==> src/core/cmo_pkg.sv <==
// Constants and types for the CAN message object register set
// How it works
// - Received length differing from stored length sets the length warning flag.
// - Every received frame overwrites the stored length code.
// - Transmit-done, receive-done and error flags can request an interrupt.
// - Transmit-done sets at the end of end-of-frame.
// - Lowest enabled transmit object index 0..14 is sent first.
// - Receive-done sets at the end of the sixth end-of-frame bit.
// - Only the lowest matching receive object is updated.
// - Bit error on sent/seen mismatch, except arbitration loss and ack slot.
// - Stuff error on more than five equal bits in stuffed fields.
// - CRC over de-stuffed frame start to data, mismatch flags error.
// - Form error on bad CRC delimiter, ack delimiter or end-of-frame.
// - Ack error when ack slot stays recessive while transmitting.
// - Config field: 00 off, 01 transmit, 10 receive, 11 buffer receive.
// - Config kept after completion; rewrite needed to clear done and to re-arm, except buffer receive, which stays armed.
// - Writing the config field updates that object's enable status bit.
// - Reply valid bit: 0 not ready, 1 automatic reply ready.
// - Extension bit selects 11 or 29 bit identifier, updated on receive.
// - Length codes above 8 act as 8 data bytes.
// - Standard identifier at tag bits 31:21, remote bit 2, reserved zero bit 0.
// - Standard tag bits 20:3 and 1 unused for match, overwritten on receive.
// - Extended identifier at tag bits 31:3, remote 2, reserved 1 and 0.
// - Object registers have no reset value; software initialises them.
package cmo_pkg;
  localparam int NOBJ = 15;
  // Byte addresses on the register port
  localparam logic [3:0] A_PAGE = 4'h0;
  localparam logic [3:0] A_STAT = 4'h1;
  localparam logic [3:0] A_CTL = 4'h2;
  localparam logic [3:0] A_TAG1 = 4'h3;
  localparam logic [3:0] A_TAG2 = 4'h4;
  localparam logic [3:0] A_TAG3 = 4'h5;
  localparam logic [3:0] A_TAG4 = 4'h6;
  localparam logic [3:0] A_ENL = 4'h7;
  localparam logic [3:0] A_ENH = 4'h8;
  localparam logic [7:0] PAGE_RST = 8'h00;
  // Status bit positions
  localparam int S_LENGTH_WARNING_FLAG = 7;
  localparam int S_TRANSMIT_DONE_FLAG = 6;
  localparam int S_RECEIVE_DONE_FLAG = 5;
  // Control register layout
  localparam int C_REPLY_VALID_BIT = 5;
  localparam int C_IDE = 4;
  localparam logic [1:0] CFG_DIS = 2'h0;
  localparam logic [1:0] CFG_TX = 2'h1;
  localparam logic [1:0] CFG_RX = 2'h2;
  localparam logic [1:0] CFG_FB = 2'h3;
  localparam logic [3:0] MAX_DLC = 4'h8;
  // Bit stream constants
  localparam logic [14:0] CRC_POLY = 15'h4599;
  localparam logic [2:0] STUFF_MAX = 3'h5;
  localparam logic [2:0] EOF_RX_IDX = 3'h5;
  localparam logic [2:0] EOF_TX_IDX = 3'h6;
  // Frame field being sampled
  typedef enum logic [3:0] {
    FLD_IDLE, FLD_ARB, FLD_DATA, FLD_CRC, FLD_CRC_DEL,
    FLD_ACK, FLD_ACK_DEL, FLD_EOF, FLD_ERR
  } cmo_fld_t;
endpackage : cmo_pkg

==> src/core/cmo_regs.sv <==
// CAN message object registers with completion and error flagging
//
// The strobed register port and the placing of the registers were decided locally.
module cmo_regs
  import cmo_pkg::*;
(
  // Clock and reset
  input wire logic clk,
  input wire logic sys_rst,
  // Register port
  input wire logic [3:0] reg_addr,
  input wire logic [7:0] reg_wdata,
  input wire logic reg_wr,
  input wire logic reg_rd,
  output logic [7:0] reg_rdata,
  // Sampled bit stream from the bit timing logic
  input wire logic bit_tick,
  input wire logic rx_bit,
  input wire logic tx_bit,
  input wire logic sending,
  input wire cmo_fld_t field,
  // Received frame from the acceptance filter
  input wire logic [NOBJ-1:0] rx_hit,
  input wire logic [28:0] rx_id,
  input wire logic rx_ide,
  input wire logic rx_rtr,
  input wire logic rx_rb1,
  input wire logic rx_rb0,
  input wire logic [3:0] rx_dlc,
  // Frame to send
  output logic tx_req,
  output logic [3:0] tx_obj,
  output logic [31:0] tx_tag,
  output logic tx_ide,
  output logic [3:0] tx_dlc,
  // Flag event towards the interrupt controller
  output logic irq_evt,
  output logic [3:0] irq_obj
);

  // Lowest set index; bit 4 says one was found
  function automatic logic [4:0] lowest(input logic [NOBJ-1:0] v);
    logic [4:0] r;
    r = 5'h0f;
    for (int i = NOBJ - 1; i >= 0; i--)
    begin
      if (v[i])
      begin
        r = {1'b1, 4'(i)};
      end
    end
    return r;
  endfunction : lowest

  logic [7:0] page_r;
  logic [NOBJ-1:0] en_r;
  logic [NOBJ-1:0] lock_r;
  logic [NOBJ-1:0] rpend_r;
  logic [7:0] stat_r [NOBJ];
  logic [7:0] ctl_r [NOBJ];
  logic [31:0] tag_r [NOBJ];
  logic [NOBJ-1:0] tx_elig;
  logic [NOBJ-1:0] rx_elig;
  logic [3:0] pg;
  logic pg_ok;
  logic [4:0] tx_pick;
  logic [4:0] rx_pick;
  // Bit stream state
  logic prev_r;
  logic [2:0] run_r;
  logic [14:0] crc_r;
  logic [14:0] rcrc_r;
  logic [2:0] eof_r;
  logic form_error_flag_frame_r;
  logic stuffed;
  logic is_stuff;
  logic e_bit, e_stuff, e_crc, e_form, e_ack;
  logic any_err;
  logic rx_done;
  logic tx_done;
  logic [3:0] err_obj;
  logic err_ok;
  logic [31:0] rx_tag;

  assign pg = page_r[7:4];
  assign pg_ok = pg < 4'(NOBJ);
  assign tx_pick = lowest(tx_elig);
  assign rx_pick = lowest(rx_elig);

  // Field classification and stuff bit position
  assign stuffed = field == FLD_ARB || field == FLD_DATA || field == FLD_CRC;
  assign is_stuff = stuffed && run_r == STUFF_MAX;

  // Error detectors, all qualified by the bit sample tick
  assign e_bit = bit_tick && sending && rx_bit != tx_bit
    && !(field == FLD_ARB && tx_bit) && field != FLD_ACK;
  assign e_stuff = bit_tick && is_stuff && rx_bit == prev_r;
  assign e_crc = bit_tick && field == FLD_CRC_DEL && crc_r != rcrc_r;
  assign e_form = bit_tick && !rx_bit && (field == FLD_CRC_DEL
    || field == FLD_ACK_DEL || field == FLD_EOF);
  assign e_ack = bit_tick && sending && field == FLD_ACK && rx_bit;
  assign any_err = e_bit | e_stuff | e_crc | e_form | e_ack;

  // Completion points inside end-of-frame, only for clean frames
  assign rx_done = bit_tick && field == FLD_EOF && eof_r == EOF_RX_IDX
    && !sending && !form_error_flag_frame_r && !any_err && rx_pick[4];
  assign tx_done = bit_tick && field == FLD_EOF && eof_r == EOF_TX_IDX
    && sending && !form_error_flag_frame_r && !any_err && tx_req;

  // Errors land in the object currently on the bus
  assign err_obj = sending ? tx_obj : rx_pick[3:0];
  assign err_ok = sending ? tx_req : rx_pick[4];

  // Received tag; standard frames leave id upper bits in the unused field
  assign rx_tag = rx_ide ? {rx_id, rx_rtr, rx_rb1, rx_rb0}
    : {rx_id[10:0], rx_id[28:11], rx_rtr, rx_rb1, rx_rb0};

  // Run length of equal bits for stuff handling
  always_ff @(posedge clk)
  begin
    if (sys_rst || field == FLD_IDLE)
    begin
      run_r <= 3'h0;
      prev_r <= 1'b1;
    end
    else if (bit_tick)
    begin
      prev_r <= rx_bit;
      if (!stuffed || rx_bit != prev_r)
        run_r <= 3'h1;
      else if (run_r != STUFF_MAX)
        run_r <= run_r + 3'h1;
    end
  end

  // CRC over de-stuffed start-of-frame through data, and received CRC
  always_ff @(posedge clk)
  begin
    if (sys_rst || field == FLD_IDLE)
    begin
      crc_r <= 15'h0000;
      rcrc_r <= 15'h0000;
    end
    else if (bit_tick && !is_stuff)
    begin
      if (field == FLD_ARB || field == FLD_DATA)
        crc_r <= {crc_r[13:0], 1'b0} ^ ((crc_r[14] ^ rx_bit) ? CRC_POLY : 15'h0000);
      if (field == FLD_CRC)
        rcrc_r <= {rcrc_r[13:0], rx_bit};
    end
  end

  // End-of-frame bit counter and per-frame error memory
  always_ff @(posedge clk)
  begin
    if (sys_rst || field == FLD_IDLE)
    begin
      eof_r <= 3'h0;
      form_error_flag_frame_r <= 1'b0;
    end
    else
    begin
      if (bit_tick && field == FLD_EOF && eof_r != 3'h7)
        eof_r <= eof_r + 3'h1;
      if (any_err)
        form_error_flag_frame_r <= 1'b1;
    end
  end

  // Page select
  always_ff @(posedge clk)
  begin
    if (sys_rst)
      page_r <= PAGE_RST;
    else if (reg_wr && reg_addr == A_PAGE)
      page_r <= reg_wdata;
  end

  // Per-object storage; status, control and tags have no reset, software must initialise
  for (genvar o = 0; o < NOBJ; o++)
  begin : g_obj
    localparam logic [3:0] OI = 4'(o);
    logic sel;
    logic rx_me;
    logic tx_me;
    logic reply;
    logic [7:0] set;
    logic [7:0] sw;
    assign sel = pg_ok && pg == OI;
    assign rx_me = rx_done && rx_pick[3:0] == OI;
    assign tx_me = tx_done && tx_obj == OI;
    assign reply = rx_me && rx_rtr && ctl_r[o][C_REPLY_VALID_BIT];
    assign tx_elig[o] = en_r[o] && (ctl_r[o][7:6] == CFG_TX || rpend_r[o]);
    assign rx_elig[o] = rx_hit[o] && en_r[o]
      && (ctl_r[o][7:6] == CFG_RX || ctl_r[o][7:6] == CFG_FB);
    // Hardware set terms for this object
    always_comb
    begin
      set = 8'h00;
      if (err_ok && err_obj == OI)
        set[4:0] = {e_bit, e_stuff, e_crc, e_form, e_ack};
      set[S_TRANSMIT_DONE_FLAG] = tx_me;
      set[S_RECEIVE_DONE_FLAG] = rx_me;
      set[S_LENGTH_WARNING_FLAG] = rx_me && rx_dlc != ctl_r[o][3:0];
    end
    // Software write keeps done flags while the object is not re-armed
    always_comb
    begin
      sw = reg_wdata;
      if (lock_r[o])
        sw[S_TRANSMIT_DONE_FLAG:S_RECEIVE_DONE_FLAG] = stat_r[o][S_TRANSMIT_DONE_FLAG:S_RECEIVE_DONE_FLAG];
    end
    // Status: set wins over a simultaneous clear
    always_ff @(posedge clk)
    begin
      if (reg_wr && reg_addr == A_STAT && sel)
        stat_r[o] <= sw | set;
      else
        stat_r[o] <= stat_r[o] | set;
    end
    // Control and length; config bits never touched by hardware
    always_ff @(posedge clk)
    begin
      if (reg_wr && reg_addr == A_CTL && sel)
        ctl_r[o] <= reg_wdata;
      else if (rx_me)
        ctl_r[o] <= {ctl_r[o][7:5], rx_ide, rx_dlc};
      else if (tx_me && rpend_r[o])
        ctl_r[o][C_REPLY_VALID_BIT] <= 1'b0;
    end
    // Identifier tag bytes, refreshed on reception
    always_ff @(posedge clk)
    begin
      if (rx_me)
        tag_r[o] <= reply ? {rx_tag[31:3], 1'b0, rx_tag[1:0]} : rx_tag;
      else if (reg_wr && sel)
      begin
        if (reg_addr == A_TAG1)
          tag_r[o][31:24] <= reg_wdata;
        if (reg_addr == A_TAG2)
          tag_r[o][23:16] <= reg_wdata;
        if (reg_addr == A_TAG3)
          tag_r[o][15:8] <= reg_wdata;
        if (reg_addr == A_TAG4)
          tag_r[o][7:0] <= reg_wdata;
      end
    end
    // Enable status, done lock and pending automatic reply
    always_ff @(posedge clk)
    begin
      if (sys_rst)
      begin
        en_r[o] <= 1'b0;
        lock_r[o] <= 1'b0;
        rpend_r[o] <= 1'b0;
      end
      else if (reg_wr && reg_addr == A_CTL && sel)
      begin
        en_r[o] <= reg_wdata[7:6] != CFG_DIS;
        lock_r[o] <= 1'b0;
        rpend_r[o] <= 1'b0;
      end
      else if (tx_me)
      begin
        en_r[o] <= 1'b0;
        lock_r[o] <= 1'b1;
        rpend_r[o] <= 1'b0;
      end
      else if (rx_me)
      begin
        // Buffer receive stays armed; a reply keeps the slot for sending
        en_r[o] <= reply || ctl_r[o][7:6] == CFG_FB;
        lock_r[o] <= 1'b1;
        rpend_r[o] <= reply;
      end
    end
  end

  // Transmit selection, frozen while this block is sending a frame
  always_ff @(posedge clk)
  begin
    if (sys_rst)
    begin
      tx_req <= 1'b0;
      tx_obj <= 4'h0;
      tx_tag <= 32'h0000_0000;
      tx_ide <= 1'b0;
      tx_dlc <= 4'h0;
    end
    else if (tx_done)
      tx_req <= 1'b0;
    else if (!sending)
    begin
      tx_req <= tx_pick[4];
      if (tx_pick[4])
      begin
        tx_obj <= tx_pick[3:0];
        tx_tag <= tag_r[tx_pick[3:0]];
        tx_ide <= ctl_r[tx_pick[3:0]][C_IDE];
        // Codes above eight send eight bytes
        tx_dlc <= ctl_r[tx_pick[3:0]][3:0] > MAX_DLC ? MAX_DLC
          : ctl_r[tx_pick[3:0]][3:0];
      end
    end
  end

  // Flag event pulse for the interrupt controller
  always_ff @(posedge clk)
  begin
    if (sys_rst)
    begin
      irq_evt <= 1'b0;
      irq_obj <= 4'h0;
    end
    else
    begin
      irq_evt <= tx_done || rx_done || (any_err && err_ok);
      irq_obj <= tx_done ? tx_obj : rx_done ? rx_pick[3:0] : err_obj;
    end
  end

  // Read data, valid the cycle after the read strobe
  always_ff @(posedge clk)
  begin
    if (sys_rst)
      reg_rdata <= 8'h00;
    else if (reg_rd)
    begin
      case (reg_addr)
        A_PAGE: reg_rdata <= page_r;
        A_STAT: reg_rdata <= pg_ok ? stat_r[pg] : 8'h00;
        A_CTL: reg_rdata <= pg_ok ? ctl_r[pg] : 8'h00;
        A_TAG1: reg_rdata <= pg_ok ? tag_r[pg][31:24] : 8'h00;
        A_TAG2: reg_rdata <= pg_ok ? tag_r[pg][23:16] : 8'h00;
        A_TAG3: reg_rdata <= pg_ok ? tag_r[pg][15:8] : 8'h00;
        A_TAG4: reg_rdata <= pg_ok ? tag_r[pg][7:0] : 8'h00;
        A_ENL: reg_rdata <= en_r[7:0];
        A_ENH: reg_rdata <= {1'b0, en_r[14:8]};
        default: reg_rdata <= 8'h00;
      endcase
    end
  end

endmodule : cmo_regs

==> config.mk <==
export PLATFORM = sky130hd
export DESIGN_NAME = cmo_regs
export DESIGN_NICKNAME = d
export VERILOG_FILES = /design/src/core/cmo_pkg.sv /design/src/core/cmo_regs.sv
export SDC_FILE = /design/constraint.sdc
export NUM_CORES = 2
export LEC_CHECK = 0
export ABC_AREA = 0
export BUFFER_PORTS_ARGS = -buffer_cell sky130_fd_sc_hd__buf_4
export CORE_UTILIZATION = 35
export CTS_CLUSTER_DIAMETER = 50
export DETAILED_ROUTE_END_ITERATION = 12
export GPL_TIMING_DRIVEN = 0
export HOLD_SLACK_MARGIN = 0.02
export MAX_ROUTING_LAYER = met4
export PLACE_DENSITY = 0.47
export SLEW_MARGIN = 5
export SYNTH_ARGS = -nofsm -noshare
export SYNTH_HDL_FRONTEND = slang
export SYNTH_SLANG_ARGS = --single-unit
==> constraint.sdc <==
create_clock -name clk -period 3.96 [get_ports clk]
set_input_delay 0.396 -clock clk [delete_from_list [all_inputs] [get_ports clk]]
set_output_delay 0.396 -clock clk [all_outputs]
set_load 0.01 [all_outputs]
==> results.py <==
metrics = {
    "final_layout": {
        "final_cell_mix": "600 x edfxtp_1, 501 x nor2_1, 425 x mux2i_1, 365 x nand2_1, 294 x a21oi_1",
        "n_fill_cell": 13796,
        "area_growth_syn_to_layout_pct": 19.4,
        "stdcell_count": 6923,
        "layout.core_utilization": 0.422,
        "multiInputGateArea_um2": 25400,
        "regArea_um2": 23400,
        "drive_gt1_frac": 0.248,
        "finalInstanceArea_um2": 59900,
        "final_common_cell": "edfxtp_1",
        "nets": 4970,
    },
    "timing": {
        "timing_max_transition_violations_final": 33,
        "slew_headroom": -0.0641,
        "finClkSkew_ps": 31.7,
        "worst_hold_slack_ps": 99.7,
        "rsz0062_at_grt": "true",
        "finalHoldViolations": 0,
        "period_share": 1.04,
        "transition_time_at_the_pin_with_the_least_slew_margin_ps": 1600,
        "timing.final.setup_violations": 76,
        "maxClockFrequency_ghz": 0.242,
        "period_minus_slack_ps": 4130,
        "setup_tns_ps": -4360,
        "layout_setup_ws_ps": -172,
    },
    "placement": {
        "globalplace.congestion": 1.03,
        "detailed_placement_wirelength_estimate_mm": 222,
        "io_buffers": 116,
        "pre_cts_slack_ps": -2040,
        "post_dp_cell_area_um2": 54000,
        "dpl.cell_count": 6612,
    },
    "synthesis": {
        "syn-num-nets": 4639,
        "synth-async-reset-ratio": 0,
        "synth_enable_flop_cells": 600,
        "synth.cell_area_um2": 50200,
        "post_synthesis_cells": 4557,
        "yosysWarningCount": 0,
        "synth-seq-cells": 870,
        "synth_sequential_area_ratio": 0.466,
        "synth.lib_cells_used.distinct": 86,
        "ys.flop_type": "edfxtp_1",
        "synth_area_per_cell_um2": 11.0,
    },
    "pwr": {
        "leakagePower_nw": 21.7,
        "netSwitchingPower_mw": 6.38,
        "finalPower_mw": 24.7,
        "clockPowerShare": 0.527,
        "pwr_density_cell_nw_per_um2": 413,
        "internal_power_mw": 18.4,
        "max-vdd-ir-drop_mv": 0.368,
        "p_seq_frac": 0.398,
        "swShare": 0.258,
        "combinationalPowerShare": 0.075,
    },
    "floorplanning": {
        "fp.dieArea_um2": 145000,
        "floorplan.die.height_um": 381,
        "initial_utilization": 0.354,
        "chipWidth_um": 381,
        "placeable_area_um2": 142000,
        "floorplan.rows": 138,
        "num_io_pins": 131,
    },
    "cts": {
        "number_of_clock_sinks": 870,
        "worst_setup_hold_path_clk_slew_ps": 60,
        "cts_made_buffers": 141,
        "cts-root-to-sink-buffers": 3,
        "clk_latency_ps": 820,
        "root_buffer": "clkbuf_16",
        "cts-htree-levels": 4,
        "tritoncts": "built",
    },
    "global_route": {
        "grt_pass1_wl_mm": 388,
        "grt_max_degree": 17,
        "number_of_antenna_violations_at_the_first_check_in_global_routing": 32,
        "global_route.usage.total": 0.413,
        "first_global_vias": 41453,
        "gr_ovfl_total": 0,
    },
    "drt": {
        "final_antenna_net_count": 0,
        "drc_errors": 0,
        "route.detailed.wl_per_inst_um": 43.0,
        "routed-via-count": 45548,
        "drtIter0Drc": 7835,
        "avgViaCountPerCell": 6.58,
        "route.final.wire_length_mm": 298,
        "first_pass_detailed_route_iteration_total": 6,
    },
    "worst_hold_path": {
        "whs_path_cells": 5,
        "hold_path_startpoint": "bit_tick",
        "hold-path-endpoint": "eof_r[1]",
        "timing.hold.worst.class": "in2reg",
    },
    "critical_path": {
        "crit_path_cell_trace": "nor2b_1 > o21ai_4 > o211ai_1 > o211ai_1 > buf_4 > nand2_1 > buf_2 > buf_4 > clkbuf_2 > a211oi_1 > a311oi_1 > o21ai_2 > o211ai_1",
        "timing.critical_path.mode_cell": "o211ai_1",
        "critPathMaxFanout": 10,
        "cp_slowest_cell": "o21ai_4",
        "timing.critical_path.arrival_ps": 4780,
        "r2r_slack_ps": -170,
        "crit_type": "reg2reg",
        "reg2reg_depth": 13,
        "timing.critical_path.slowest_cell_delay_ps": 480,
        "crit_family": "compound AO/OA/AOI/OAI gates",
        "worstSetupEndpointType": "flop",
        "regToRegEndpoint": "tx_tag[10]",
        "worst-endpoint-required_ps": 4610,
        "worst_r2r_startpoint": "ctl_r[4][6]",
        "critPathBufInv": 4,
        "critPathLaunchType": "flop",
    },
    "outcome": {
        "failed_checks": "max-capacitance violations, max-slew violations, negative setup slack",
        "status": "finished with violations",
    },
    "job": {
        "number_of_max_cap_violations": 5,
    },
}
layout make-up:
| type | count | share of cell area |
|---|---|---|
| repair buffers | 192 | 0.0271 |
| diodes | 25 | 0.00104 |
| inverters | 48 | 0.00307 |
| plain buffers | 386 | 0.0344 |
| well taps | 1890 | 0.0395 |
| flip-flops and latches | 870 | 0.391 |
| clock buffers | 186 | 0.0658 |
| clock inverters | 77 | 0.0149 |
| multi-input cells | 3249 | 0.424 |
worst min-delay path: cells and delay by family:
kind	cells	cell delay, ps
buf+inv	1	130
simple gates	3	270
compound gates	1	50
what timing repair did:
action,4_1_cts,5_1_grt
endpoints found under the setup margin,488,252
gates resized for setup,214,75
endpoints found under the hold margin,49,0
pin swaps,6,13
hold buffers,8,0
gates cloned,0,0
setup buffers,6,13
sequential cells by signal, indices dropped and copies added (netlist names), 3 cells and up, named ones only:
signal / count
tag_r: 480
stat_r: 120
tx_obj: 4
crc_r: 15
rpend_r: 15
tx_tag: 32
ctl_r: 120
reg_rdata: 8
rcrc_r: 15
en_r: 15
run_r: 3
irq_obj: 4
lock_r: 15
page_r: 8
eof_r: 3
tx_dlc: 4
worst max path at each step:
stage | start | end | slack, ps | cells after the start
floorplan | reg_addr[2] | tag_r[0][16] | 1090 | 7
detailed placement | ctl_r[2][6] | tx_tag[12] | -2040 | 11
finish | ctl_r[4][6] | tx_tag[10] | -170 | 13
global placement | ctl_r[2][6] | tx_tag[10] | -2080 | 11
global route | ctl_r[13][7] | tag_r[4][21] | -30 | 11
CTS | page_r[7] | tag_r[1][22] | -40 | 8
cells by family (layout without fill, tap and decap cells):
family          after synthesis  count (layout)  share of synthesized area
simple gates               1232            1232                      0.114
compound gates              993             993                      0.125
mux                         934             934                      0.241
flops                       870             870                      0.466
buf+inv                     438             889                     0.0365
xor+xnor                     84              84                     0.0147
fa+ha+maj                     6               6                    0.00149
other cells                   0              25                          0
power by group through the flow:
stage / clock [mW] / sequential [mW] / combinational (mW)
6_report: 13.0 / 9.85 / 1.86
3_5_place_dp: 0 / 10.0 / 1.75
2_1_floorplan: 0 / 10.0 / 0.860
5_1_grt: 13.4 / 9.85 / 1.87
4_1_cts: 13.0 / 9.85 / 1.78
3_3_place_gp: 0 / 10.0 / 1.72
synth_stat cells, types with 12 or more instances:
library cell	instances	area share
mux2_2	278	0.062
nor4_1	23	0.0029
o21ai_0	259	0.026
mux2_1	21	0.0047
clkbuf_1	233	0.017
edfxtp_1	600	0.36
nand3_1	92	0.0092
a311oi_1	67	0.012
nor2_1	507	0.038
a21o_1	18	0.0027
a211oi_1	81	0.012
a21oi_1	295	0.029
xor2_1	73	0.013
a32o_1	14	0.0028
buf_1	28	0.0021
nor3_4	27	0.0087
mux4_2	192	0.086
mux2i_1	443	0.088
buf_2	119	0.012
nor3_1	59	0.0059
o22ai_1	37	0.0046
and3_1	18	0.0022
a22oi_1	32	0.0048
o31ai_2	12	0.0030
nand2_1	372	0.028
inv_1	47	0.0035
o21a_1	26	0.0039
nor2b_1	37	0.0046
nand2b_1	13	0.0016
o211ai_1	41	0.0061
dfxtp_1	270	0.11
o21ai_1	16	0.0016
or3_1	15	0.0019
per-layer routing:
layer	wire [um]	global-route usage
met2	123000	0.567
met3	34000	0.120
met4	22300	0.262
met5	0	-
met1	118000	0.528
No activity file was read; power rests on OpenSTA's default activity.
